--- config.mk ---
export PLATFORM = sky130hd
export DESIGN_NAME = cell_monitor_serial_command_unit
export DESIGN_NICKNAME = d
export VERILOG_FILES = /design/src/pkg/cell_mon_pkg.sv /design/src/pkg/serial_link_if.sv /design/src/rtl/cell_monitor_serial_command_unit.sv /design/src/rtl/serial_byte_port.sv
export VERILOG_INCLUDE_DIRS = /design/src /design/src/pkg
export SDC_FILE = /design/constraint.sdc
export NUM_CORES = 1
export LEC_CHECK = 0
export BUFFER_PORTS_ARGS = -buffer_cell sky130_fd_sc_hd__buf_2
export CAP_MARGIN = 10
export CORE_ASPECT_RATIO = 1.75
export CORE_UTILIZATION = 53
export CTS_CLUSTER_SIZE = 10
export DETAILED_ROUTE_END_ITERATION = 6
export HOLD_SLACK_MARGIN = 0.12
export PLACE_DENSITY = 0.74
export SYNTH_ARGS = -nofsm -noshare
export SYNTH_HDL_FRONTEND = slang
export SYNTH_SLANG_ARGS = --single-unit
--- constraint.sdc ---
create_clock -name clk -period 6.6 [get_ports clk]
set_input_delay 1.65 -clock clk [delete_from_list [all_inputs] [get_ports clk]]
set_output_delay 1.65 -clock clk [all_outputs]
set_load 0.01 [all_outputs]
--- src/pkg/cell_mon_defines.svh ---
// constants for the cell monitor serial command unit
`ifndef CELL_MON_DEFINES_SVH
`define CELL_MON_DEFINES_SVH
`define CMD_WRITE_CONFIG 8'h01
`define CMD_READ_CELLS 8'h04
`define CMD_READ_TEMPS 8'h0e
`define CMD_START_CELL_CONVERSION 8'h10
`define CMD_POLL_IRQ 8'h50
`define ADDR_PREFIX 4'h8
`define PEC_SEED 8'h41
`define PEC_POLY 8'h07
`define CFG_LAST 5'h05
`define CELL_BYTES 5'h12
`define TEMP_BYTES 5'h05
`define CELL_LAST 4'hb
`define CODE_BUSY 12'hfff
`define CODE_OFFSET 512
`define UV_OFFSET 31
`define OV_OFFSET 32
`define THR_STEP 16
`define CFG_B_CTL 0
`define CFG_B_DIS 1
`define CFG_B_MIX 2
`define CFG_B_MASK 3
`define CFG_B_UV 4
`define CFG_B_OV 5
`define CFG_LVL_BIT 4
`define CLK_MHZ 250
`define SETTLE_US 500
`define WINDOW_US 500
`define MOD_KHZ 512
`define TOGGLE_HZ 1000
`endif

--- src/pkg/cell_mon_pkg.sv ---
// types for the cell monitor serial command unit
`default_nettype none
package cell_mon_pkg;
  typedef enum logic [3:0] {
    ST_IDLE = 4'h0, ST_ADDR_PEC = 4'h1, ST_CMD = 4'h2, ST_CMD_PEC = 4'h3, ST_WR_DATA = 4'h4,
    ST_WR_PEC = 4'h5, ST_WR_DONE = 4'h6, ST_SEND = 4'h7, ST_POLL = 4'h8, ST_IGNORE = 4'h9
  } cmd_state_t;
  typedef struct packed {
    logic [2:0] cs, ck;
    logic [1:0] di;
    logic [2:0] bits;
    logic [7:0] rsh, tsh, rx_byte;
    logic rx_valid, tx_take, cs_rise;
  } port_state_t;
  typedef struct packed {
    cmd_state_t st;
    logic bcast, match;
    logic [7:0] crc, cmd;
    logic [4:0] cnt;
    logic [5:0][7:0] cfg_rx;
    logic [11:0] dis, mask, uvf, ovf;
    logic [7:0] uv, ov;
    logic lvl;
    logic [11:0][11:0] cells;
    logic conv, settle;
    logic [3:0] cidx;
    logic [23:0] tmr, ptmr;
    logic [9:0] mtmr;
    logic mod_tick, ptog, pollirq, trip;
    logic [1:0] wdt_s, trip_s;
    logic [1:0][3:0] addr_s;
    logic sdo, sdo_oe_n;
  } core_state_t;
endpackage
`default_nettype wire

--- src/pkg/serial_link_if.sv ---
// byte level link between serial pin port and command core
`timescale 1ns/1ps
`default_nettype none
interface serial_link_if;
  logic rx_valid;
  logic [7:0] rx_byte;
  logic cs_rise;
  logic tx_take;
  logic tx_bit;
  logic [7:0] tx_byte;
  modport port (output rx_valid, rx_byte, cs_rise, tx_take, tx_bit, input tx_byte);
  modport core (input rx_valid, rx_byte, cs_rise, tx_take, tx_bit, output tx_byte);
endinterface
`default_nettype wire

--- src/rtl/cell_monitor_serial_command_unit.sv ---
// serial command unit of a stackable multicell monitor
`timescale 1ns/1ps
`default_nettype none
`include "cell_mon_defines.svh"
module cell_monitor_serial_command_unit #(
  parameter int SETTLE_CYC = `SETTLE_US * `CLK_MHZ,
  parameter int WINDOW_CYC = `WINDOW_US * `CLK_MHZ,
  parameter int HALF_CYC = `CLK_MHZ * 1000000 / (2 * `TOGGLE_HZ)
) (
  // clock and reset
  input wire logic clk,
  input wire logic rst,
  // serial pins
  input wire logic chip_select_in_n,
  input wire logic serial_clk,
  input wire logic serial_data_in,
  output logic serial_data_out,
  output logic serial_data_out_oe_n,
  // device pins
  input wire logic [3:0] device_address,
  input wire logic watchdog_out_n,
  input wire logic overheat_trip,
  // converter front end
  input wire logic [11:0] adc_code,
  input wire logic [1:0][11:0] ext_temp_result,
  input wire logic [11:0] die_temp_result,
  output logic [3:0] adc_cell_sel,
  output logic adc_settling,
  output logic adc_mod_tick,
  // configuration and status
  output logic [11:0] cell_discharge_on,
  output logic [11:0] cell_irq_mask,
  output logic [7:0] undervolt_threshold_setting,
  output logic [7:0] overvolt_threshold_setting,
  output logic level_poll_select,
  output logic [11:0][11:0] cell_result_code,
  output logic [11:0] cell_undervolt_flag,
  output logic [11:0] cell_overvolt_flag,
  output logic irq_present,
  output logic conversion_busy,
  output logic overheat_trip_status,
  output logic watchdog_status_bit
);
  import cell_mon_pkg::*;
  localparam int MOD_CYC = `CLK_MHZ * 1000 / `MOD_KHZ;

  serial_link_if link ();
  core_state_t s, n;
  logic [7:0] b, crcn, tx_data;
  logic [12:0] uv_thr, ov_thr;
  logic uv_hit, ov_hit, latch_evt, start_evt, cap_evt, clr_trip, dis_evt;
  logic [2:0] pair;
  logic [1:0] phase;
  logic [11:0] code_a, code_b;
  logic [4:0] len;
  logic temps;

  // serial pin port
  serial_byte_port port_u (
    .clk(clk),
    .rst(rst),
    .chip_select_in_n(chip_select_in_n),
    .serial_clk(serial_clk),
    .serial_data_in(serial_data_in),
    .link(link.port)
  );

  // packet check byte, one byte folded in
  function automatic logic [7:0] pec_next(input logic [7:0] c, input logic [7:0] d);
    logic [7:0] r;
    r = c;
    for (int i = 7; i >= 0; i--) begin
      r = {r[6:0], 1'b0} ^ ((r[7] ^ d[i]) ? `PEC_POLY : 8'h00);
    end
    return r;
  endfunction

  // thresholds in code units, all unsigned
  assign uv_thr = 13'(s.uv) * 13'(`THR_STEP) + 13'(`CODE_OFFSET) - 13'(`UV_OFFSET * `THR_STEP);
  assign ov_thr = 13'(s.ov) * 13'(`THR_STEP) + 13'(`CODE_OFFSET) - 13'(`OV_OFFSET * `THR_STEP);
  assign uv_hit = {1'b0, adc_code} < uv_thr;
  assign ov_hit = {1'b0, adc_code} > ov_thr;
  assign b = link.rx_byte;
  assign crcn = pec_next(s.crc, b);
  assign dis_evt = latch_evt | s.trip_s[1];

  // read group byte selection
  always_comb begin
    temps = s.cmd == `CMD_READ_TEMPS;
    len = temps ? `TEMP_BYTES : `CELL_BYTES;
    pair = 3'(s.cnt / 5'h3);
    phase = 2'(s.cnt % 5'h3);
    code_a = 12'h000;
    code_b = 12'h000;
    if (temps) begin
      code_a = ext_temp_result[0];
      code_b = ext_temp_result[1];
    end else if (s.cnt < `CELL_BYTES) begin
      code_a = s.cells[{pair, 1'b0}];
      code_b = s.cells[{pair, 1'b1}];
    end
    case (phase)
      2'h0: tx_data = code_a[7:0];
      2'h1: tx_data = {code_b[3:0], code_a[11:8]};
      default: tx_data = code_b[11:4];
    endcase
    if (temps && s.cnt == 5'h3) begin
      tx_data = die_temp_result[7:0];
    end else if (temps && s.cnt == 5'h4) begin
      tx_data = {3'h0, s.trip, die_temp_result[11:8]};
    end
    if (s.cnt < len) begin
      link.tx_byte = tx_data;
    end else if (s.cnt == len) begin
      link.tx_byte = s.crc;
    end else begin
      link.tx_byte = 8'h00;
    end
  end

  // command sequencing, converter and poll logic
  always_comb begin
    n = s;
    n.wdt_s = {s.wdt_s[0], watchdog_out_n};
    n.trip_s = {s.trip_s[0], overheat_trip};
    n.addr_s = {s.addr_s[0], device_address};
    n.mod_tick = 1'b0;
    latch_evt = 1'b0;
    start_evt = 1'b0;
    cap_evt = 1'b0;
    clr_trip = 1'b0;
    if (link.cs_rise) begin
      if (s.st == ST_WR_DONE) begin
        latch_evt = 1'b1;
        n.lvl = s.cfg_rx[`CFG_B_CTL][`CFG_LVL_BIT];
        n.dis = {s.cfg_rx[`CFG_B_MIX][3:0], s.cfg_rx[`CFG_B_DIS]};
        n.mask = {s.cfg_rx[`CFG_B_MASK], s.cfg_rx[`CFG_B_MIX][7:4]};
        n.uv = s.cfg_rx[`CFG_B_UV];
        n.ov = s.cfg_rx[`CFG_B_OV];
      end
      n.st = ST_IDLE;
      n.crc = `PEC_SEED;
    end else if (link.rx_valid) begin
      case (s.st)
        ST_IDLE: begin
          n.crc = crcn;
          if (b[7:4] == `ADDR_PREFIX) begin
            n.match = b[3:0] == s.addr_s[1];
            n.st = ST_ADDR_PEC;
          end else begin
            n.cmd = b;
            n.bcast = 1'b1;
            n.st = ST_CMD_PEC;
          end
        end
        ST_ADDR_PEC: begin
          n.st = (b == s.crc) ? ST_CMD : ST_IGNORE;
          n.crc = `PEC_SEED;
        end
        ST_CMD: begin
          n.cmd = b;
          n.bcast = 1'b0;
          n.crc = crcn;
          n.st = ST_CMD_PEC;
        end
        ST_CMD_PEC: begin
          n.st = ST_IGNORE;
          n.cnt = 5'h0;
          n.crc = `PEC_SEED;
          if (b == s.crc && (s.bcast || s.match)) begin
            case (s.cmd)
              `CMD_WRITE_CONFIG: n.st = ST_WR_DATA;
              `CMD_START_CELL_CONVERSION: begin
                start_evt = ~s.trip_s[1];
                n.pollirq = 1'b0;
                n.st = ST_POLL;
              end
              `CMD_READ_CELLS: n.st = s.bcast ? ST_IGNORE : ST_SEND;
              `CMD_READ_TEMPS: n.st = s.bcast ? ST_IGNORE : ST_SEND;
              `CMD_POLL_IRQ: begin
                n.pollirq = 1'b1;
                n.st = s.bcast ? ST_IGNORE : ST_POLL;
              end
              default: n.st = ST_IGNORE;
            endcase
          end
        end
        ST_WR_DATA: begin
          n.cfg_rx[s.cnt[2:0]] = b;
          n.crc = crcn;
          n.cnt = s.cnt + 5'h1;
          if (s.cnt == `CFG_LAST) begin
            n.st = ST_WR_PEC;
          end
        end
        ST_WR_PEC: n.st = (b == s.crc) ? ST_WR_DONE : ST_IGNORE;
        ST_WR_DONE: n.st = ST_IGNORE;
        default: n.st = s.st;
      endcase
    end
    // answer bytes, check byte folded over the data
    if (link.tx_take && s.st == ST_SEND && s.cnt <= len) begin
      n.cnt = s.cnt + 5'h1;
      // overheat status is cleared once its byte has been taken for sending
      clr_trip = temps && s.cnt == 5'h4;
      if (s.cnt < len) begin
        n.crc = pec_next(s.crc, link.tx_byte);
      end
    end
    // converter sequencing: settle then window, per cell
    if (start_evt) begin
      n.conv = 1'b1;
      n.settle = 1'b1;
      n.cidx = 4'h0;
      n.tmr = 24'h0;
      n.mtmr = 10'h0;
      for (int i = 0; i < 12; i++) begin
        n.cells[i] = `CODE_BUSY;
      end
    end else if (s.conv) begin
      n.tmr = s.tmr + 24'h1;
      if (!s.settle) begin
        n.mtmr = (s.mtmr == 10'(MOD_CYC - 1)) ? 10'h0 : s.mtmr + 10'h1;
        n.mod_tick = s.mtmr == 10'(MOD_CYC - 1);
      end
      if (s.settle && s.tmr == 24'(SETTLE_CYC - 1)) begin
        n.settle = 1'b0;
        n.tmr = 24'h0;
        n.mtmr = 10'h0;
      end else if (!s.settle && s.tmr == 24'(WINDOW_CYC - 1)) begin
        cap_evt = 1'b1;
        n.cells[s.cidx] = adc_code;
        n.uvf[s.cidx] = uv_hit;
        n.ovf[s.cidx] = ov_hit;
        n.tmr = 24'h0;
        n.settle = 1'b1;
        n.cidx = s.cidx + 4'h1;
        n.conv = s.cidx != `CELL_LAST;
      end
    end
    // overheat: sticky status, config back to defaults
    if (s.trip_s[1]) begin
      n.dis = 12'h000;
      n.mask = 12'h000;
      n.uv = 8'h00;
      n.ov = 8'h00;
      n.lvl = 1'b0;
      n.conv = 1'b0;
    end
    n.trip = s.trip_s[1] | (s.trip & ~clr_trip);
    n.uvf = n.uvf & ~n.mask;
    n.ovf = n.ovf & ~n.mask;
    // poll toggle timer runs once conversions are done
    if (n.st == ST_POLL && !s.conv) begin
      n.ptmr = (s.ptmr == 24'(HALF_CYC - 1)) ? 24'h0 : s.ptmr + 24'h1;
      n.ptog = (s.ptmr == 24'(HALF_CYC - 1)) ? ~s.ptog : s.ptog;
    end else begin
      n.ptmr = 24'h0;
      n.ptog = 1'b0;
    end
    // data out drive
    n.sdo_oe_n = 1'b1;
    n.sdo = 1'b0;
    if (n.st == ST_SEND) begin
      n.sdo_oe_n = 1'b0;
      n.sdo = link.tx_bit;
    end else if (n.st == ST_POLL) begin
      n.sdo_oe_n = 1'b0;
      if (n.pollirq) begin
        n.sdo = ~irq_present;
      end else if (s.conv || start_evt) begin
        n.sdo = 1'b0;
      end else begin
        n.sdo = s.lvl ? 1'b1 : s.ptog;
      end
    end
  end

  // state register
  always_ff @(posedge clk) begin
    if (rst) begin
      s <= '0;
      s.crc <= `PEC_SEED;
      s.sdo_oe_n <= 1'b1;
    end else begin
      s <= n;
    end
  end

  // outputs
  assign serial_data_out = s.sdo;
  assign serial_data_out_oe_n = s.sdo_oe_n;
  assign adc_cell_sel = s.cidx;
  assign adc_settling = s.conv & s.settle;
  assign adc_mod_tick = s.mod_tick;
  assign cell_discharge_on = s.dis;
  assign cell_irq_mask = s.mask;
  assign undervolt_threshold_setting = s.uv;
  assign overvolt_threshold_setting = s.ov;
  assign level_poll_select = s.lvl;
  assign cell_result_code = s.cells;
  assign cell_undervolt_flag = s.uvf;
  assign cell_overvolt_flag = s.ovf;
  assign irq_present = |{s.uvf, s.ovf};
  assign conversion_busy = s.conv;
  assign overheat_trip_status = s.trip;
  assign watchdog_status_bit = s.wdt_s[1];
endmodule
`default_nettype wire

--- src/rtl/serial_byte_port.sv ---
// serial pin sampler, byte shifter in and out
`timescale 1ns/1ps
`default_nettype none
module serial_byte_port (
  // clock and reset
  input wire logic clk,
  input wire logic rst,
  // serial pins
  input wire logic chip_select_in_n,
  input wire logic serial_clk,
  input wire logic serial_data_in,
  // byte side
  serial_link_if.port link
);
  import cell_mon_pkg::*;
  port_state_t s, n;
  logic cs_fall, cs_up, ck_rise, ck_fall;

  // edge finding on synchronised pins
  assign cs_fall = s.cs[2] & ~s.cs[1];
  assign cs_up = ~s.cs[2] & s.cs[1];
  assign ck_rise = ~s.ck[2] & s.ck[1] & ~s.cs[1];
  assign ck_fall = s.ck[2] & ~s.ck[1] & ~s.cs[1];

  // shift in on rising clock, out on falling clock
  always_comb begin
    n = s;
    n.cs = {s.cs[1:0], chip_select_in_n};
    n.ck = {s.ck[1:0], serial_clk};
    n.di = {s.di[0], serial_data_in};
    n.rx_valid = 1'b0;
    n.tx_take = 1'b0;
    n.cs_rise = 1'b0;
    if (cs_fall) begin
      n.bits = 3'h0;
      n.tsh = link.tx_byte;
      n.tx_take = 1'b1;
    end else if (cs_up) begin
      n.cs_rise = 1'b1;
    end else begin
      if (ck_rise) begin
        n.rsh = {s.rsh[6:0], s.di[1]};
        n.bits = s.bits + 3'h1;
        if (s.bits == 3'h7) begin
          n.rx_byte = {s.rsh[6:0], s.di[1]};
          n.rx_valid = 1'b1;
        end
      end
      if (ck_fall) begin
        if (s.bits == 3'h0) begin
          n.tsh = link.tx_byte;
          n.tx_take = 1'b1;
        end else begin
          n.tsh = {s.tsh[6:0], 1'b0};
        end
      end
    end
  end

  // state register
  always_ff @(posedge clk) begin
    if (rst) begin
      s <= '0;
      s.cs <= 3'h7;
    end else begin
      s <= n;
    end
  end

  // byte side outputs
  assign link.rx_valid = s.rx_valid;
  assign link.rx_byte = s.rx_byte;
  assign link.cs_rise = s.cs_rise;
  assign link.tx_take = s.tx_take;
  assign link.tx_bit = s.tsh[7];
endmodule
`default_nettype wire
==> results by stage <==
Yosys:
- The number of distinct standard cells referenced by the synthesized netlist is 98.
- Yosys instantiated no cell more often than sky130_fd_sc_hd__dfxtp_1.
- The number of nets produced by synthesis is 2634.
- Synthesis produced a netlist whose cell count is 2532.
- The share of synthesized flip-flops with an asynchronous set or reset is 0.
- For this run, the number of Yosys warnings is 0.
- Each instance of the synthesized netlist takes up on average 8.38 um^2.
- Of the post-synthesis cell area, the dominant cell type holds 0.373.
- Synthesis inferred 396 register bits.
- Sorting the synthesized cells by area gives the leading types as sky130_fd_sc_hd__dfxtp_1, sky130_fd_sc_hd__mux2i_1, sky130_fd_sc_hd__buf_4.
- In this run, synthesis inferred 0 flip-flops with an integrated enable.
- The cell accounting for the most synthesized area is sky130_fd_sc_hd__dfxtp_1.
- The sequential area share after synthesis is 0.373.
- The most instantiated flip-flop cell in the synthesis netlist is sky130_fd_sc_hd__dfxtp_1.
- The mapped netlist covers 0.0212 mm^2.
- By count the netlist is led by sky130_fd_sc_hd__dfxtp_1, sky130_fd_sc_hd__nor2_1, sky130_fd_sc_hd__nand2_1.

Clock tree:
- The total number of H-tree levels is 2.
- The CTS sink count is 396.
- The source-to-sink clock delay at the later pin of the worst-skew pair is 580 ps.
- The clock slew at the register clock pins of the worst setup and hold paths is 60 ps.
- In this run the clock root is driven by a sky130_fd_sc_hd__clkbuf_16.
- TritonCTS built the clock tree.
- The number of buffers created by CTS is 46.
- The longest clock path from root to sink contains 3 buffers.

Timing:
- Dividing the final minimum period by the clock period gives 0.925.
- In this run the tightest slew margin relative to its limit is 0.213.
- The number of max-slew violations in the final report is 0.
- The timing-limited maximum frequency is 0.164 GHz.
- The clock period could shrink to 6110 ps.
- The count of endpoints failing hold in the final timing report is 0.
- The total negative slack is 0 ps.
- Setup repair after global routing left no endpoint under its margin.
- For the pin with the worst max-slew slack, the measured transition is 1180 ps.
- Clock skew on the completed layout was measured at 24.8 ps.
- The final count of negative-setup-slack endpoints is 0.

Detailed routing:
- The pre-antenna-repair detailed-routing pass consisted of 7 iterations.
- In the final routed layout, each cell accounts on average for 23.9 um.
- The number of DRC violations after detailed routing is 0.
- The via count normalized by instance count is 6.19.
- Wires add up to 71.8 mm.
- The initial DRC count is 1421.
- In this run the remaining antenna-violating nets after routing total 0.
- The total via count in the routed design is 18600.

Global routing:
- The first global-routing pass estimated 107 mm of wire.
- The aggregate global routing overflow is 0.
- The global-route usage over all layers is 0.347.
- The number of global-route vias before repair is 17900.
- The pin count of the biggest net entering global routing is 107.
- The number of antenna violations at the first check in global routing is 7.

Finish:
- The number of nets in the final layout is 2610.
- In the final layout, the share of cells above drive strength 1 is 0.170.
- The final standard cell count with taps included and fillers excluded is 3006.
- The area growth from synthesis to layout is 6.29%.
- The final standard cell utilization of the core is 0.573.
- The filler cell count is 3563.

Power and ir drop:
- The part of the total power dissipated in sequential elements is 0.501.
- The power per cell area is 213 mW/mm^2.
- The switching share of total power is 0.223.
- Summing internal, switching and leakage power gives 0.00480 W.
- The worst-case IR drop observed on VDD is 0.171 mV.
- Summed over all nets, the switching power comes to 0.00107 W.
- The combinational fraction of design power is 0.029.
- The internal power is 0.00373 W.
- The share of total power dissipated in the clock network is 0.470.
- The leakage component of the power is 9.76 nW.

Min path:
- The path with the worst hold slack has its endpoint at port_u.n[37].
- The class of the tightest hold or removal check is flop to flop.
- Counting instances, the worst hold path has a depth of 1.
- The launch point of the worst hold path is port_u.n[36].

Floorplan:
- In this run the standard cell core region covers 0.0394 mm^2.
- The width of the die is 153 um.
- In this run the vertical extent of the chip is 267 um.
- The number of primary I/O pins is 280.
- The initial utilization of the core area, before any placement, comes to 0.539.
- The number of standard-cell rows in the floorplan is 96.
- The die covers 0.0409 mm^2.

Worst setup path:
- Across all register-to-register paths, the minimum setup slack is 490 ps.
- The type of the setup path with the least slack is flop to flop.
- The endpoint identified for the worst register-to-register timing path is s[354].
- The reg-to-reg critical path startpoint is s[342].
- STA classifies the critical path startpoint as a flop.
- The largest fanout of any net on the critical path is 18.
- STA puts the critical path data required time at 7070 ps.
- Counting cells, the worst reg-to-reg path comes to 17.
- For the worst setup path, the data arrival time is 6580 ps.
- The category of the worst setup path capture point is a flop.

Placed design:
- The number of buffers inserted by port buffering is 279.
- The global placer's final weighted congestion is 1.06.
- The number of instances in the placed design is 2949.
- The total half-perimeter wirelength after legalization and detailed placement is 52.9 mm.

Outcome:
- The flow ran to the end, and the final reports show no timing, DRC or antenna violations.

Job:
- The max-capacitance violation count is 0.
==> cell families (layout without fill, tap and decap cells) <==
group	after synthesis	in the layout	synth area share
AND/OR/NAND/NOR	801	801	0.174
AO/OA/AOI/OAI	540	540	0.161
buffers and inverters	422	405	0.114
flip-flops	396	396	0.373
multiplexers	227	227	0.109
XOR/XNOR	103	103	0.0432
adder cells (fa/ha/maj)	43	43	0.0253
other	0	1	0
==> placed cells by master (no fill, tap or decap), types with 14 or more instances in the layout <==
cell type / synthesis / routed
sky130_fd_sc_hd__a211oi_1: 16 / 16
sky130_fd_sc_hd__a21oi_1: 239 / 239
sky130_fd_sc_hd__a22oi_1: 20 / 20
sky130_fd_sc_hd__a31oi_1: 37 / 37
sky130_fd_sc_hd__and3_1: 26 / 26
sky130_fd_sc_hd__buf_2: 12 / 278
sky130_fd_sc_hd__buf_4: 216 / 27
sky130_fd_sc_hd__clkbuf_16: 0 / 47
sky130_fd_sc_hd__dfxtp_1: 396 / 396
sky130_fd_sc_hd__ha_1: 43 / 43
sky130_fd_sc_hd__inv_1: 40 / 40
sky130_fd_sc_hd__mux2_2: 14 / 14
sky130_fd_sc_hd__mux2i_1: 210 / 210
sky130_fd_sc_hd__nand2_1: 244 / 244
sky130_fd_sc_hd__nand2b_1: 15 / 15
sky130_fd_sc_hd__nand3_1: 74 / 74
sky130_fd_sc_hd__nand4_1: 21 / 21
sky130_fd_sc_hd__nor2_1: 254 / 254
sky130_fd_sc_hd__nor2b_1: 38 / 38
sky130_fd_sc_hd__nor3_1: 42 / 39
sky130_fd_sc_hd__nor4_1: 26 / 24
sky130_fd_sc_hd__o21ai_0: 85 / 85
sky130_fd_sc_hd__o21bai_1: 14 / 14
sky130_fd_sc_hd__xnor2_1: 53 / 53
sky130_fd_sc_hd__xor2_1: 48 / 48
==> what timing repair did <==
item,CTS,global route
endpoints found under the setup margin,0,1
buffers inserted,0,0
hold buffers,0,0
gates resized for setup,0,3
==> power groups by stage <==
stage,Clock [W],Combinational (W),Sequential (W)
after floorplan,0,0.0000728,0.00245
after global placement,0,0.000132,0.00246
after detailed placement,0,0.000134,0.00246
after CTS,0.00229,0.000134,0.00241
after global routing,0.00238,0.000146,0.00241
final,0.00226,0.000138,0.00241
==> area by class of cell <==
type                    count  area, um^2  share of cell area
flip-flops and latches    396        7930               0.351
repair buffers            307        1630              0.0722
inverters                  43         161             0.00715
clock inverters             4        72.6             0.00322
well taps                 490         613              0.0272
clock buffers              51        1210              0.0537
multi-input cells        1714       10900               0.485
diodes                      1        2.50            0.000111
==> routing by layer <==
layer,GRT usage,up-vias,share of wire
met5,0,-,0.0010
met4,0.304,12,0.097
met3,0.0797,316,0.076
met2,0.605,881,0.49
met1,0.345,8826,0.34
li1,-,8558,-
==> worst max-delay path, cell delays in order, from the launching register on <==
cell	delay, ps
sky130_fd_sc_hd__dfxtp_1	710
sky130_fd_sc_hd__ha_1	540
sky130_fd_sc_hd__a21oi_2	110
sky130_fd_sc_hd__a211oi_2	460
sky130_fd_sc_hd__nor2_1	180
sky130_fd_sc_hd__ha_1	430
sky130_fd_sc_hd__nand2b_1	170
sky130_fd_sc_hd__o21ba_2	220
sky130_fd_sc_hd__a211oi_4	620
sky130_fd_sc_hd__a211o_1	300
sky130_fd_sc_hd__or2_1	380
sky130_fd_sc_hd__o211ai_1	160
sky130_fd_sc_hd__a21o_1	250
sky130_fd_sc_hd__a31oi_1	490
sky130_fd_sc_hd__a211oi_1	100
sky130_fd_sc_hd__a211oi_1	470
sky130_fd_sc_hd__a21boi_0	180
sky130_fd_sc_hd__o32ai_1	230
==> worst max path at each step <==
stage	from	to	slack, ps	cells past startpoint
after floorplan	s[339]	s[354]	1000	24
after global placement	s[342]	s[354]	780	17
after detailed placement	s[342]	s[354]	530	17
after CTS	s[342]	s[354]	520	17
after global routing	s[342]	s[354]	80	17
final	s[342]	s[354]	490	17
==> state kept, by name, indices dropped and copies added (netlist names), 4 cells and up <==
| register | flops |
|---|---|
| n | 6 |
| cell_result_code | 144 |
| cell_overvolt_flag | 12 |
| cell_undervolt_flag | 12 |
| port_u.n | 5 |
| adc_cell_sel | 4 |
| cell_discharge_on | 12 |
| port_u.link.rx_byte | 8 |
| cell_irq_mask | 12 |
| s | 134 |
| port_u.s | 20 |
| overvolt_threshold_setting | 8 |
| undervolt_threshold_setting | 8 |
==> per-stage QoR <==
stage	hold WS, ps	area (um^2)	setup WS [ps]
after floorplan	389	21200	1000
after global placement	395	21300	781
after detailed placement	402	21300	532
after CTS	415	22500	523
after global routing	432	22600	82.8
final	413	22600	493
(Power assumes the default switching activity.)
